### src/cip_pkg.sv
// Functional notes
// - Rank each request against running levels; acknowledge now or keep it pending.
// - After a return, run one more instruction before serving pending requests.
// - Global enable gates all maskable requests; one enables, zero disables.
// - A request counts only when peripheral enable and condition are both set.
// - Handler entry never clears any peripheral interrupt flag.
// - Vector base chosen between application and boot area by select bit.
// - Entry takes one finish cycle, two push cycles, three or two jump cycles.
// - A multi-cycle instruction completes before entry begins.
// - Wake from sleep adds five cycles plus sleep start-up time.
// - Return pops program counter over four or five cycles.
// - Non-maskable over level one over level zero; level one preempts level zero.
// - Only one vector can be promoted to level one.
// - Non-maskable requests ignore global enable and never touch it.
// - Nothing preempts a running non-maskable handler.
// - Concurrent non-maskable requests: lowest vector number wins.
// - Non-maskable sources are fixed in hardware, still enabled at their origin.
// - The high level vector register names the single level-one request.
// - Level zero ranks start just above the lowest rank register, wrapping.
// - Round-robin loads the lowest rank register with each acknowledged level zero vector.
// - Compact table maps non-maskable, level one, level zero to vectors 1, 2, 3.
package cip_pkg;

   // ------------------------------------------------------------
   // Register map
   // ------------------------------------------------------------
   localparam int unsigned IDX_CTRL = 0;
   localparam int unsigned IDX_STATUS = 1;
   localparam int unsigned IDX_NPRI = 2;
   localparam int unsigned IDX_HVEC = 3;
   localparam logic [11:0] ADDR_CTRL = 12'(IDX_CTRL * 4);
   localparam logic [11:0] ADDR_STATUS = 12'(IDX_STATUS * 4);
   localparam logic [11:0] ADDR_NPRI = 12'(IDX_NPRI * 4);
   localparam logic [11:0] ADDR_HVEC = 12'(IDX_HVEC * 4);

   localparam int unsigned CTRL_BASE_BIT = 6;
   localparam int unsigned CTRL_COMPACT_BIT = 5;
   localparam int unsigned CTRL_ROTATE_BIT = 0;
   localparam int unsigned STAT_NMI_BIT = 7;
   localparam int unsigned STAT_HIGH_BIT = 1;
   localparam int unsigned STAT_NORM_BIT = 0;

   localparam logic [7:0] CTRL_RESET = 8'h00;
   localparam logic [7:0] NPRI_RESET = 8'h00;
   localparam logic [7:0] HVEC_RESET = 8'h00;

   // ------------------------------------------------------------
   // Timing counts in clock cycles
   // ------------------------------------------------------------
   localparam int unsigned FINISH_CYC = 1;
   localparam int unsigned PUSH_CYC = 2;
   localparam int unsigned JUMP_LONG_CYC = 3;
   localparam int unsigned JUMP_SHORT_CYC = 2;
   localparam int unsigned WAKE_EXTRA_CYC = 5;
   localparam int unsigned RET_SHORT_CYC = 4;
   localparam int unsigned RET_LONG_CYC = 5;

   // ------------------------------------------------------------
   // Compact table vectors
   // ------------------------------------------------------------
   localparam logic [7:0] CVT_NMI_VEC = 8'h01;
   localparam logic [7:0] CVT_HIGH_VEC = 8'h02;
   localparam logic [7:0] CVT_NORM_VEC = 8'h03;

   typedef struct packed {
      logic nmi;
      logic high;
      logic norm;
   } cip_levels_s;

   typedef enum logic [2:0] {
      ST_IDLE = 3'b000,
      ST_WAKE = 3'b001,
      ST_FINISH = 3'b010,
      ST_PUSH = 3'b011,
      ST_JUMP = 3'b100,
      ST_RET = 3'b101
   } cip_state_e;

endpackage
### src/cip_irq_prioritizer.sv
// Chosen here: the register offsets and the APB interface to the registers.
`timescale 1ns/1ps
`default_nettype none
module cip_irq_prioritizer #(
   parameter int unsigned NVEC = 32,
   parameter int unsigned ADDR_W = 16,
   parameter logic [31:0] NMI_MASK = 32'h0000_0002,
   parameter logic [15:0] APP_BASE = 16'h0200,
   parameter logic [15:0] BOOT_BASE = 16'h0000,
   parameter bit FLASH_GT_8K = 1'b1,
   parameter bit PC_WIDE = 1'b0,
   parameter int unsigned SLEEP_STARTUP = 0
) (
   input wire logic clk, // System clock.
   input wire logic rst_b, // Asynchronous reset, active low.
   input wire logic psel, // APB select.
   input wire logic penable, // APB enable.
   input wire logic pwrite, // APB direction.
   input wire logic [11:0] paddr, // APB byte address.
   input wire logic [31:0] pwdata, // APB write data.
   output logic [31:0] prdata, // APB read data.
   output logic pready, // APB ready.
   output logic pslverr, // APB error for unmapped address.
   input wire logic [NVEC-1:0] irq_cond, // Peripheral interrupt conditions.
   input wire logic [NVEC-1:0] peripheral_irq_enables, // Peripheral line enables.
   input wire logic global_irq_enable, // Global enable bit of core_status_word.
   input wire logic instr_done, // Current instruction ends this cycle.
   input wire logic core_sleeping, // Core is in a sleep mode.
   input wire logic reti, // Core executes a handler return.
   output logic ack, // One-cycle acknowledge of the winning vector.
   output logic [7:0] ack_vector, // Vector number acknowledged.
   output logic [ADDR_W-1:0] vector_addr, // Handler vector address.
   output logic push_pc, // Program counter push cycles.
   output logic jump, // Jump to handler cycles.
   output logic pop_pc, // Program counter pop cycles.
   output logic return_done, // Return finished, one-cycle pulse.
   output cip_pkg::cip_levels_s levels // Executing levels.
);

   // ------------------------------------------------------------
   // Derived counts
   // ------------------------------------------------------------
   localparam int unsigned JUMP_CYC = FLASH_GT_8K ? cip_pkg::JUMP_LONG_CYC : cip_pkg::JUMP_SHORT_CYC;
   localparam int unsigned RET_CYC = PC_WIDE ? cip_pkg::RET_LONG_CYC : cip_pkg::RET_SHORT_CYC;
   localparam int unsigned WAKE_CYC = cip_pkg::FINISH_CYC + cip_pkg::WAKE_EXTRA_CYC + SLEEP_STARTUP;
   localparam logic [15:0] PUSH_LOAD = 16'(cip_pkg::PUSH_CYC - 1);
   localparam logic [15:0] JUMP_LOAD = 16'(JUMP_CYC - 1);
   localparam logic [15:0] RET_LOAD = 16'(RET_CYC - 1);
   localparam logic [15:0] WAKE_LOAD = 16'(WAKE_CYC - 1);
   localparam logic [ADDR_W-1:0] VEC_WORDS = ADDR_W'(FLASH_GT_8K ? 2 : 1);

   // ------------------------------------------------------------
   // State
   // ------------------------------------------------------------
   cip_pkg::cip_state_e state_r;
   cip_pkg::cip_state_e state_nxt;
   logic [15:0] cnt_r;
   logic [15:0] cnt_nxt;
   logic hold_one_r;
   logic base_sel_r;
   logic compact_r;
   logic rotate_r;
   logic [7:0] npri_r;
   logic [7:0] hvec_r;
   cip_pkg::cip_levels_s lvl_r;
   logic [31:0] prdata_r;
   logic pready_r;
   logic pslverr_r;
   logic ack_r;
   logic [7:0] ack_vector_r;
   logic [ADDR_W-1:0] vector_addr_r;
   logic push_pc_r;
   logic jump_r;
   logic pop_pc_r;
   logic return_done_r;

   // ------------------------------------------------------------
   // Request formation
   // ------------------------------------------------------------
   // Requests are plain levels; flags are owned and cleared by the peripherals.
   wire [NVEC-1:0] req = irq_cond & peripheral_irq_enables & ~NVEC'(1);
   wire [NVEC-1:0] nmi_req = req & NMI_MASK[NVEC-1:0];
   wire [NVEC-1:0] mask_req = req & ~NMI_MASK[NVEC-1:0];
   wire hvec_ok = hvec_r < 8'(NVEC);
   wire [NVEC-1:0] hvec_onehot = hvec_ok ? (NVEC'(1) << hvec_r) : '0;
   wire high_hit = |(mask_req & hvec_onehot);
   wire [NVEC-1:0] norm_req = mask_req & ~hvec_onehot;

   // ------------------------------------------------------------
   // Vector search
   // ------------------------------------------------------------
   logic nmi_found;
   logic [7:0] nmi_vec;
   logic norm_found;
   logic [7:0] norm_vec;

   // Fixed order for non-maskable sources, lowest number first.
   always_comb begin
      nmi_found = 1'b0;
      nmi_vec = 8'h00;
      for (int i = NVEC - 1; i >= 0; i--) begin
         if (nmi_req[i]) begin
            nmi_found = 1'b1;
            nmi_vec = 8'(i);
         end
      end
   end

   // Level zero search starts just above the lowest rank and wraps round.
   // The modulo keeps it correct for any table size, at some area cost.
   always_comb begin
      int idx;
      idx = 0;
      norm_found = 1'b0;
      norm_vec = 8'h00;
      for (int k = 1; k <= NVEC; k++) begin
         idx = (int'(npri_r) + k) % NVEC;
         if (!norm_found && norm_req[idx]) begin
            norm_found = 1'b1;
            norm_vec = 8'(idx);
         end
      end
   end

   // ------------------------------------------------------------
   // Level arbitration
   // ------------------------------------------------------------
   // A running non-maskable handler blocks everything, itself included.
   wire take_nmi = nmi_found && !lvl_r.nmi;
   wire take_high = high_hit && global_irq_enable && !lvl_r.nmi && !lvl_r.high && !take_nmi;
   wire lvl_idle = !lvl_r.nmi && !lvl_r.high && !lvl_r.norm;
   wire take_norm = norm_found && global_irq_enable && lvl_idle && !take_nmi && !take_high;
   wire win_valid = take_nmi || take_high || take_norm;
   wire [7:0] win_vec = take_nmi ? nmi_vec : (take_high ? hvec_r : norm_vec);

   // Compact table collapses each level onto one shared handler per level: vectors 1, 2 and 3.
   wire [7:0] cvt_vec = take_nmi ? cip_pkg::CVT_NMI_VEC :
                        (take_high ? cip_pkg::CVT_HIGH_VEC : cip_pkg::CVT_NORM_VEC);
   wire [7:0] table_vec = compact_r ? cvt_vec : win_vec;
   wire [ADDR_W-1:0] base_addr = base_sel_r ? BOOT_BASE[ADDR_W-1:0] : APP_BASE[ADDR_W-1:0];
   wire [ADDR_W-1:0] win_addr = ADDR_W'(base_addr + ADDR_W'(table_vec) * VEC_WORDS);

   // A return in the same cycle outranks a new acknowledge.
   wire in_idle = state_r == cip_pkg::ST_IDLE;
   wire take_ret = in_idle && reti;
   wire take_ack = in_idle && !reti && win_valid && !hold_one_r;
   wire ret_end = state_r == cip_pkg::ST_RET && cnt_r == 16'h0000;

   // ------------------------------------------------------------
   // Entry and return sequencer
   // ------------------------------------------------------------
   // Timed states count down by default and act only when the count reaches zero.
   always_comb begin
      state_nxt = state_r;
      cnt_nxt = (cnt_r == 16'h0000) ? cnt_r : cnt_r - 16'h0001;
      case (state_r)
         cip_pkg::ST_IDLE: begin
            if (take_ret) begin
               state_nxt = cip_pkg::ST_RET;
               cnt_nxt = RET_LOAD;
            end else if (take_ack && core_sleeping) begin
               state_nxt = cip_pkg::ST_WAKE;
               cnt_nxt = WAKE_LOAD;
            end else if (take_ack) begin
               state_nxt = cip_pkg::ST_FINISH;
            end
         end
         cip_pkg::ST_WAKE: begin
            if (cnt_r == 16'h0000) begin
               state_nxt = cip_pkg::ST_PUSH;
               cnt_nxt = PUSH_LOAD;
            end
         end
         cip_pkg::ST_FINISH: begin
            if (instr_done) begin
               state_nxt = cip_pkg::ST_PUSH;
               cnt_nxt = PUSH_LOAD;
            end
         end
         cip_pkg::ST_PUSH: begin
            if (cnt_r == 16'h0000) begin
               state_nxt = cip_pkg::ST_JUMP;
               cnt_nxt = JUMP_LOAD;
            end
         end
         cip_pkg::ST_JUMP: begin
            if (cnt_r == 16'h0000) begin
               state_nxt = cip_pkg::ST_IDLE;
            end
         end
         cip_pkg::ST_RET: begin
            if (cnt_r == 16'h0000) begin
               state_nxt = cip_pkg::ST_IDLE;
            end
         end
         default: begin
            state_nxt = cip_pkg::ST_IDLE;
            cnt_nxt = 16'h0000;
         end
      endcase
   end

   // Sequencer state.
   always_ff @(posedge clk or negedge rst_b) begin
      if (!rst_b) begin
         state_r <= cip_pkg::ST_IDLE;
         cnt_r <= 16'h0000;
      end else begin
         state_r <= state_nxt;
         cnt_r <= cnt_nxt;
      end
   end

   // One instruction must retire after a return before the next entry.
   always_ff @(posedge clk or negedge rst_b) begin
      if (!rst_b) begin
         hold_one_r <= 1'b0;
      end else if (ret_end) begin
         hold_one_r <= 1'b1;
      end else if (in_idle && instr_done) begin
         hold_one_r <= 1'b0;
      end
   end

   // ------------------------------------------------------------
   // Executing level tracking
   // ------------------------------------------------------------
   // A return always unwinds the highest active level, which is the
   // one that was entered last since lower levels never preempt.
   cip_pkg::cip_levels_s lvl_set;
   cip_pkg::cip_levels_s lvl_clr;
   assign lvl_set = '{nmi: take_ack && take_nmi, high: take_ack && take_high, norm: take_ack && take_norm};
   assign lvl_clr = '{nmi: ret_end && lvl_r.nmi,
                      high: ret_end && !lvl_r.nmi && lvl_r.high,
                      norm: ret_end && !lvl_r.nmi && !lvl_r.high && lvl_r.norm};

   // ------------------------------------------------------------
   // Core side outputs
   // ------------------------------------------------------------
   // Phase strobes follow the next state so they line up with it; levels move with ack.
   always_ff @(posedge clk or negedge rst_b) begin
      if (!rst_b) begin
         ack_r <= 1'b0;
         ack_vector_r <= 8'h00;
         vector_addr_r <= '0;
         push_pc_r <= 1'b0;
         jump_r <= 1'b0;
         pop_pc_r <= 1'b0;
         return_done_r <= 1'b0;
         lvl_r <= '0;
      end else begin
         ack_r <= take_ack;
         if (take_ack) begin
            ack_vector_r <= win_vec;
            vector_addr_r <= win_addr;
         end
         push_pc_r <= state_nxt == cip_pkg::ST_PUSH;
         jump_r <= state_nxt == cip_pkg::ST_JUMP;
         pop_pc_r <= state_nxt == cip_pkg::ST_RET;
         return_done_r <= ret_end;
         lvl_r <= (lvl_r & ~lvl_clr) | lvl_set;
      end
   end

   // ------------------------------------------------------------
   // APB register file
   // ------------------------------------------------------------
   wire setup = psel && !penable;
   wire wr_en = psel && penable && pwrite && pready_r;
   wire aligned = paddr[1:0] == 2'b00;
   wire hit_ctrl = aligned && paddr == cip_pkg::ADDR_CTRL;
   wire hit_status = aligned && paddr == cip_pkg::ADDR_STATUS;
   wire hit_npri = aligned && paddr == cip_pkg::ADDR_NPRI;
   wire hit_hvec = aligned && paddr == cip_pkg::ADDR_HVEC;
   wire hit_any = hit_ctrl || hit_status || hit_npri || hit_hvec;
   wire [7:0] ctrl_rd = 8'(base_sel_r) << cip_pkg::CTRL_BASE_BIT |
                        8'(compact_r) << cip_pkg::CTRL_COMPACT_BIT |
                        8'(rotate_r) << cip_pkg::CTRL_ROTATE_BIT;
   wire [7:0] status_rd = 8'(lvl_r.nmi) << cip_pkg::STAT_NMI_BIT |
                          8'(lvl_r.high) << cip_pkg::STAT_HIGH_BIT |
                          8'(lvl_r.norm) << cip_pkg::STAT_NORM_BIT;
   wire [7:0] rd_byte = hit_ctrl ? ctrl_rd :
                        hit_status ? status_rd :
                        hit_npri ? npri_r :
                        hit_hvec ? hvec_r : 8'h00;
   wire rotate_load = take_ack && take_norm && rotate_r;

   // Answer in the access phase with no wait state.
   always_ff @(posedge clk or negedge rst_b) begin
      if (!rst_b) begin
         pready_r <= 1'b0;
         pslverr_r <= 1'b0;
         prdata_r <= 32'h0000_0000;
      end else begin
         pready_r <= setup;
         pslverr_r <= setup && !hit_any;
         prdata_r <= setup ? {24'h00_0000, rd_byte} : 32'h0000_0000;
      end
   end

   // Hardware rotation wins over a software write in the same cycle.
   always_ff @(posedge clk or negedge rst_b) begin
      if (!rst_b) begin
         base_sel_r <= cip_pkg::CTRL_RESET[cip_pkg::CTRL_BASE_BIT];
         compact_r <= cip_pkg::CTRL_RESET[cip_pkg::CTRL_COMPACT_BIT];
         rotate_r <= cip_pkg::CTRL_RESET[cip_pkg::CTRL_ROTATE_BIT];
         npri_r <= cip_pkg::NPRI_RESET;
         hvec_r <= cip_pkg::HVEC_RESET;
      end else begin
         if (wr_en && hit_ctrl) begin
            base_sel_r <= pwdata[cip_pkg::CTRL_BASE_BIT];
            compact_r <= pwdata[cip_pkg::CTRL_COMPACT_BIT];
            rotate_r <= pwdata[cip_pkg::CTRL_ROTATE_BIT];
         end
         if (rotate_load) begin
            npri_r <= win_vec;
         end else if (wr_en && hit_npri) begin
            npri_r <= pwdata[7:0];
         end
         if (wr_en && hit_hvec) begin
            hvec_r <= pwdata[7:0];
         end
      end
   end

   assign prdata = prdata_r;
   assign pready = pready_r;
   assign pslverr = pslverr_r;
   assign ack = ack_r;
   assign ack_vector = ack_vector_r;
   assign vector_addr = vector_addr_r;
   assign push_pc = push_pc_r;
   assign jump = jump_r;
   assign pop_pc = pop_pc_r;
   assign return_done = return_done_r;
   assign levels = lvl_r;

endmodule
`default_nettype wire

### config.mk
export PLATFORM = sky130hd
export DESIGN_NAME = cip_irq_prioritizer
export DESIGN_NICKNAME = d
export VERILOG_FILES = /design/src/cip_pkg.sv /design/src/cip_irq_prioritizer.sv
export SDC_FILE = /design/constraint.sdc
export NUM_CORES = 1
export LEC_CHECK = 0
export ABC_CLOCK_PERIOD_IN_PS = 5950
export BUFFER_PORTS_ARGS = -buffer_cell sky130_fd_sc_hd__buf_4
export CORE_ASPECT_RATIO = 0.5
export CORE_MARGIN = 5
export CORE_UTILIZATION = 53
export DETAILED_ROUTE_END_ITERATION = 16
export PLACE_DENSITY_LB_ADDON = 0.3
export RECOVER_POWER = 25
export SLEW_MARGIN = 20
export SYNTH_ARGS = -nofsm -noshare
export SYNTH_HDL_FRONTEND = slang
export SYNTH_SLANG_ARGS = --single-unit
export TNS_END_PERCENT = 30
### constraint.sdc
create_clock -name clk -period 5.95 [get_ports clk]
set_input_delay 0.2975 -clock clk [delete_from_list [all_inputs] [get_ports clk]]
set_output_delay 0.2975 -clock clk [all_outputs]
set_load 0.005 [all_outputs]
* After elaboration in Yosys (flattened, before gate mapping) *
Index checks and enable logic that the tools add are counted.

word-level totals
  bits in registers = 81
  bits in writable memories = 0
  word-level logic and storage cells = 395
  memories = 0
  bits of input ports = 117
  memory bits (read-only) = 0
  bits in latches = 0

cells by class
  multiplexer cells = 161
  eq/ne operators = 11
  order comparisons = 33
  shift operators = 1
  reductions and logical operators = 123
  $add $sub $neg = 34
  $mul = 0
  bitwise operators = 11
  div/mod/pow operators = 0

operator list
  cell                                                        number
  two-way mux 8 bit                                           35
  less-than comparator 5 x 6 -> 1 bit, second input constant  32
  binary-select mux 1 bit (select 5 bit)                      32
  AND 32 bit                                                  3
  two-way mux 16 bit                                          6
  adder 5 bit, second input constant                          16
  one-hot mux 16 bit (5 select lines)                         1
  logical AND 1 bit                                           70
  two-way mux 1 bit                                           69
  adder 5 x 4 -> 5 bit, second input constant                 8
  zero test 1 bit                                             40
  two-way mux 5 bit                                           7
  two-way mux 32 bit                                          1
  NOT 32 bit                                                  1
  OR reduction 32 bit                                         1
  << shifter 1 x 8 -> 32 bit, first input constant            1
  equality test 12 x 4 -> 1 bit, second input constant        2
  two-way mux 3 bit                                           7
  adder 5 x 3 -> 5 bit, second input constant                 4
  zero test 16 bit                                            1
  subtractor 16 x 1 -> 16 bit, second input constant          1
  one-hot mux 3 bit (5 select lines)                          1
  equality test 12 x 3 -> 1 bit, second input constant        1
  equality test 3 bit, second input constant                  4
  21 further kinds                                            30

* Longest topological paths before layout *
  word-level depth = 112
  mapped depth = 21
  depth with buffers taken out = 18

* Worst setup path after synthesis *
No wires, ideal clock.

  kind = register to register
  start = register npri_r[0]
  end = register push_pc_r, in the netlist push_pc
  buffers on the path = 3
  setup time = 0.119 ns
  stages on the path, launching flop included = 20
  path slack = 0.314 ns
  arrival time = 5.517 ns
  path through = dfrtp_1 > inv_1 > clkbuf_1 > clkbuf_1 > ha_1 > clkbuf_1 > xor2_1 > mux4_2 > a22oi_1 > nand4_4 > nor4_4 > nand4_2 > nor3_4 > a31oi_2 > a21oi_4 > inv_2 > a211o_1 > a21oi_2 > nor3_1 > and2_1

between the ends
  cells in the longest elaborated chain, start to end = 109
  elaborated cells on any way between the ends = 203
  classes of those cells = add/sub: 32; eq/ne: 1; mux: 100; reduce/logical: 70

ends and longest elaborated chain
  element                                                 RTL line                                                source
  start: declaration                                      cip_irq_prioritizer.sv:63                               logic [7:0] npri_r;
  start signal: assignment                                cip_irq_prioritizer.sv:307                              npri_r <= cip_pkg::NPRI_RESET;
  start signal: assignment                                cip_irq_prioritizer.sv:316                              npri_r <= win_vec;
  start signal: assignment                                cip_irq_prioritizer.sv:318                              npri_r <= pwdata[7:0];
  adder 5 x 1 -> 5 bit                                    cip_irq_prioritizer.sv:117                              idx = (int'(npri_r) + k) % NVEC;
  binary-select mux 1 bit (select 5 bit)                  cip_irq_prioritizer.sv:118                              if (!norm_found && norm_req[idx]) begin
  two-way mux 1 bit (implied by the code)                 cip_irq_prioritizer.sv:118
  two-way mux 1 bit                                       cip_irq_prioritizer.sv:118
  zero test 1 bit                                         cip_irq_prioritizer.sv:118
  logical AND 1 bit                                       cip_irq_prioritizer.sv:118
  two-way mux 1 bit                                       cip_irq_prioritizer.sv:118
  zero test 1 bit                                         cip_irq_prioritizer.sv:118
  (+94 left out)                                          n/a
  logical AND 1 bit * (2 in series)                       cip_irq_prioritizer.sv:146                              wire take_ack = in_idle && !reti && win_valid && !hold_one_r;
  named net take_ack                                      cip_irq_prioritizer.sv:146
  two-way mux 3 bit or logical AND 1 bit (tied branches)  cip_irq_prioritizer.sv:164, cip_irq_prioritizer.sv:161
  two-way mux 3 bit *                                     cip_irq_prioritizer.sv:161                              end else if (take_ack && core_sleeping) begin
  two-way mux 3 bit *                                     cip_irq_prioritizer.sv:158                              if (take_ret) begin
  one-hot mux 3 bit (5 select lines) *                    cip_irq_prioritizer.sv:156                              case (state_r)
  named net state_nxt[0]                                  cip_irq_prioritizer.sv:56                               cip_pkg::cip_state_e state_nxt;
  equality test 3 x 2 -> 1 bit *                          cip_irq_prioritizer.sv:257                              push_pc_r <= state_nxt == cip_pkg::ST_PUSH;
  end signal: assignment                                  cip_irq_prioritizer.sv:257
  end: declaration                                        cip_irq_prioritizer.sv:72                               logic push_pc_r;

Mark *: on every way through the listed nets, which the timed path passes. The rest lies on a longest branch. The select of a mux whose other input is x is not followed.
A chain may end at the register's enable or synchronous reset.

* Worst setup path in the final report *
  start = register hvec_r[7]
  end = register npri_r[1]

between the ends
  cells in the longest elaborated chain, start to end = 110
  elaborated cells on any way between the ends = 216
  classes of those cells = order compare: 1; shift: 1; mux: 132; bitwise: 3; reduce/logical: 79

ends and longest elaborated chain
  element                                                                            RTL line                                              source
  start: declaration                                                                 cip_irq_prioritizer.sv:64                             logic [7:0] hvec_r;
  start signal: assignment                                                           cip_irq_prioritizer.sv:308                            hvec_r <= cip_pkg::HVEC_RESET;
  start signal: assignment                                                           cip_irq_prioritizer.sv:321                            hvec_r <= pwdata[7:0];
  less-than comparator 8 x 6 -> 1 bit or << shifter 1 x 8 -> 32 bit (tied branches)  cip_irq_prioritizer.sv:84, cip_irq_prioritizer.sv:85
  two-way mux 32 bit *                                                               cip_irq_prioritizer.sv:85                             wire [NVEC-1:0] hvec_onehot = hvec_ok ? (NVEC'(1) << hvec_r) : '0;
  NOT 32 bit                                                                         cip_irq_prioritizer.sv:87                             wire [NVEC-1:0] norm_req = mask_req & ~hvec_onehot;
  AND 32 bit                                                                         cip_irq_prioritizer.sv:87
  binary-select mux 1 bit (select 5 bit)                                             cip_irq_prioritizer.sv:118
  two-way mux 1 bit (implied by the code)                                            cip_irq_prioritizer.sv:118
  two-way mux 1 bit                                                                  cip_irq_prioritizer.sv:118
  zero test 1 bit                                                                    cip_irq_prioritizer.sv:118
  (+89 left out)                                                                     n/a
  zero test 1 bit                                                                    cip_irq_prioritizer.sv:118
  logical AND 1 bit                                                                  cip_irq_prioritizer.sv:118
  two-way mux 1 bit                                                                  cip_irq_prioritizer.sv:118
  logical AND 1 bit (4 in series)                                                    cip_irq_prioritizer.sv:132                            wire take_norm = norm_found && global_irq_enable && lvl_idle && !take_nmi && !take_high;
  logical OR 1 bit                                                                   cip_irq_prioritizer.sv:133                            wire win_valid = take_nmi || take_high || take_norm;
  logical AND 1 bit (2 in series)                                                    cip_irq_prioritizer.sv:146
  logical AND 1 bit (2 in series)                                                    cip_irq_prioritizer.sv:286                            wire rotate_load = take_ack && take_norm && rotate_r;
  two-way mux 8 bit or nonzero test 2 bit (tied branches)                            n/a

Mark *: on every way between the ends. The rest lies on a longest branch, timed or not. The select of a mux whose other input is x is not followed.

==> impl_metrics.tcl <==
set metrics [dict create \
    numCtsBuffers 9 \
    p_leak_nw 5.026 \
    synth_ff_type "dfrtp_1" \
    setup_viol 0 \
    final_nets 1562 \
    postCtsSetupBuffers 0 \
    grt_usage 0.3727 \
    synth_cell_types 96 \
    setup_tns_ps 0 \
    grt_pass1_wl_mm 63.60 \
    finalCriticalPeriod_ps 5699 \
    synth_compound_area_frac 0.2781 \
    cts_buffer_depth 2 \
    clk_latency_ps 340 \
    netlist_instances 1271 \
    drtAntennaViolNets 0 \
    ys_seq_area_frac 0.1825 \
    max_cap_viol_count 1 \
    htree_levels 3 \
    design.portCount 183 \
    p_total_mw 1.909 \
    clkTransAtPathRegs_ps 60 \
    cts_resized 0 \
    wl_mm 42.90 \
    dp_cells 1678 \
    worstSetupEndpointType "flip-flop" \
    slew_headroom -1.604 \
    cts_tree "yes" \
    power_density_nw_per_um2 158.3 \
    violations "max-capacitance violations, max-slew violations" \
    drc 0 \
    status "complete, but fails checks" \
    synth_xor_area_frac 0.03970 \
    tightest_slew_ps 3907 \
    worst_setup_path_start_kind "flip-flop" \
    yosys_warnings 0 \
    synth-simple-area-share 0.2468 \
    viasPerCell 7.031 \
    syn_avg_cell_area_um2 7.985 \
    grt_pass1_vias 11090 \
    root_buffer "clkbuf_16" \
    ys_seq_elements 74 \
    antenna_found_initial 2 \
    ir_drop_mv 0.1558 \
    mappedNetlistArea_um2 10150 \
    n_fill_cell 1636 \
    crit_fanout 18 \
    num_vias 11920 \
    final_cells 1695 \
    start_util 0.5453 \
    synth_edf_count 0 \
    area_delta_synth_final_pct 18.80 \
    core-area_um2 18610 \
    hp-class "input pin to flip-flop" \
    dr.pass1.iters 7 \
    skew_ps 4.169 \
    report.final.slew_viol_count 75 \
    cts.sinks 74 \
    rsz0062_at_grt "no" \
    period_share 0.9578 \
    async_reset_ff_frac 1.000 \
    port_buffers 125 \
    hold_viol 0 \
    die_w_um 205.7 \
    synth_top_family_by_area "compound AO/OA/AOI/OAI gates" \
    hpwl_mm 33.44 \
    rows 35 \
    drt_iter0_drc 1652 \
    fmax_mhz 175.5 \
    grt-ovfl-total 0 \
    cp_data_arrival_time_ps 5950 \
    drive_gt1_frac 0.2557 \
    synth_fa_ha_area_frac 0.01849 \
    critical_path_class "flip-flop to flip-flop" \
    die_area_um2 22180 \
    wire_per_inst_um 25.31 \
    cts_hold_buf 0 \
    synthMuxAreaShare 0.1671 \
    cp.required_ps 6200 \
    grt_max_degree 75 \
    gp_congestion 1.073 \
    die_y_um 107.8 \
]
==> Yosys cell counts, drive strengths merged (30+ instances only) <==
master	count	area, um^2
nor2	126	475.5
mux4	43	968.4
nor3	45	256.5
o22ai	45	281.5
a21oi	70	365.4
buf	58	375.4
nand2	134	503.0
xnor2	30	262.8
dfrtp	74	1852
nand3	43	215.2
mux2i	34	344.1
clkbuf	53	198.9
o21ai	44	220.2
mux2	34	382.9
==> placed cells by master, fill, tap and decap left out, types with 18 or more instances in the layout <==
cell and count:
nand3_1 43, nor4_1 24, a2bb2oi_1 18, a211oi_1 23
mux2_2 33, mux4_2 43, dfrtp_1 73, o22ai_1 45
conb_1 31, nor3_1 40, nor2_1 125, nor2b_1 20
a41oi_1 23, o21ai_0 38, inv_1 23, xnor2_1 30
mux2i_1 32, a21oi_1 68, buf_4 226, nand2_1 134
==> cell type report <==
class | count | area [um^2] | share of cell area
Multi-Input combinational cell | 1088 | 7759 | 0.6435
Sequential cell | 74 | 1853 | 0.1537
Timing Repair Buffer | 229 | 1728 | 0.1433
Tap cell | 259 | 324.1 | 0.02688
Clock buffer | 9 | 225.2 | 0.01868
Inverter | 28 | 105.1 | 0.008717
Clock inverter | 7 | 60.06 | 0.004981
Antenna cell | 1 | 2.502 | 0.0002076
==> flip-flops by register name (all words and copies together), names as in the netlist <==
register,cells
prdata,8
jump,1
push_pc,1
compact_r,1
return_done,1
state_r,3
ack,1
pslverr,1
hvec_r,8
cnt_r,16
vector_addr,9
base_sel_r,1
rotate_r,1
pop_pc,1
pready,1
ack_vector,8
levels,3
hold_one_r,1
npri_r,8
==> power by group <==
part	total [mW]	internal, mW	switching, mW	leakage [nW]
clock network	0.530	0.290	0.241	0.131
registers	0.647	0.569	0.0777	0.978
logic	0.732	0.313	0.419	3.92
==> routing by layer <==
metal / global-route usage / part of all wire / vias to the layer above
li1: - / - / 5187
met4: 0.1156 / 0.033 / 2
met5: 0 / 0.00030 / -
met1: 0.4968 / 0.40 / 5722
met2: 0.5737 / 0.43 / 883
met3: 0.1246 / 0.14 / 124
==> final timing paths <==
kind	startpoint	to	slack, ps	cells after the start
max	hvec_r[7]	npri_r[1]	250	17
min	penable	pready	180	2
max reg2reg	hvec_r[7]	npri_r[1]	250	17
min reg2reg	vector_addr[1]	vector_addr[1]	480	2
max in group asynchronous	rst_b	npri_r[0]	2150	1
min in group asynchronous	rst_b	return_done	1310	1
==> critical path, stage by stage (launching register included) <==
cell       delay [ps]
dfrtp_1           540
nor2_2            590
a41oi_1           260
mux2i_1           550
nor3_1            190
or3_1             430
mux4_2            530
nor3_2            310
nand4_2           210
buf_4             190
nor3_1            190
buf_4             240
nand4_1           210
o221ai_1          320
o2111ai_1         130
o21ai_1           360
o21bai_1          170
a21oi_1           170
==> through the flow <==
stage            util  cell area, um^2  worst slack [ps]  hold WS (ps)
2_1_floorplan       -            10260             313.6         1.909
3_3_place_gp   0.6310            11740             552.2         460.7
3_5_place_dp   0.6310            11740             420.6         466.4
4_1_cts        0.6463            12030             382.6         123.0
5_1_grt        0.6477            12050             22.47         176.8
6_report       0.6478            12060             251.0         180.4
==> cell families after synthesis <==
logic type	count (synthesis)
buf+inv	139
simple gates	498
flops	74
fa+ha+maj	15
other cells	1
xor+xnor	46
compound gates	387
mux	111
Note: power is estimated with default switching activity, not from simulation.
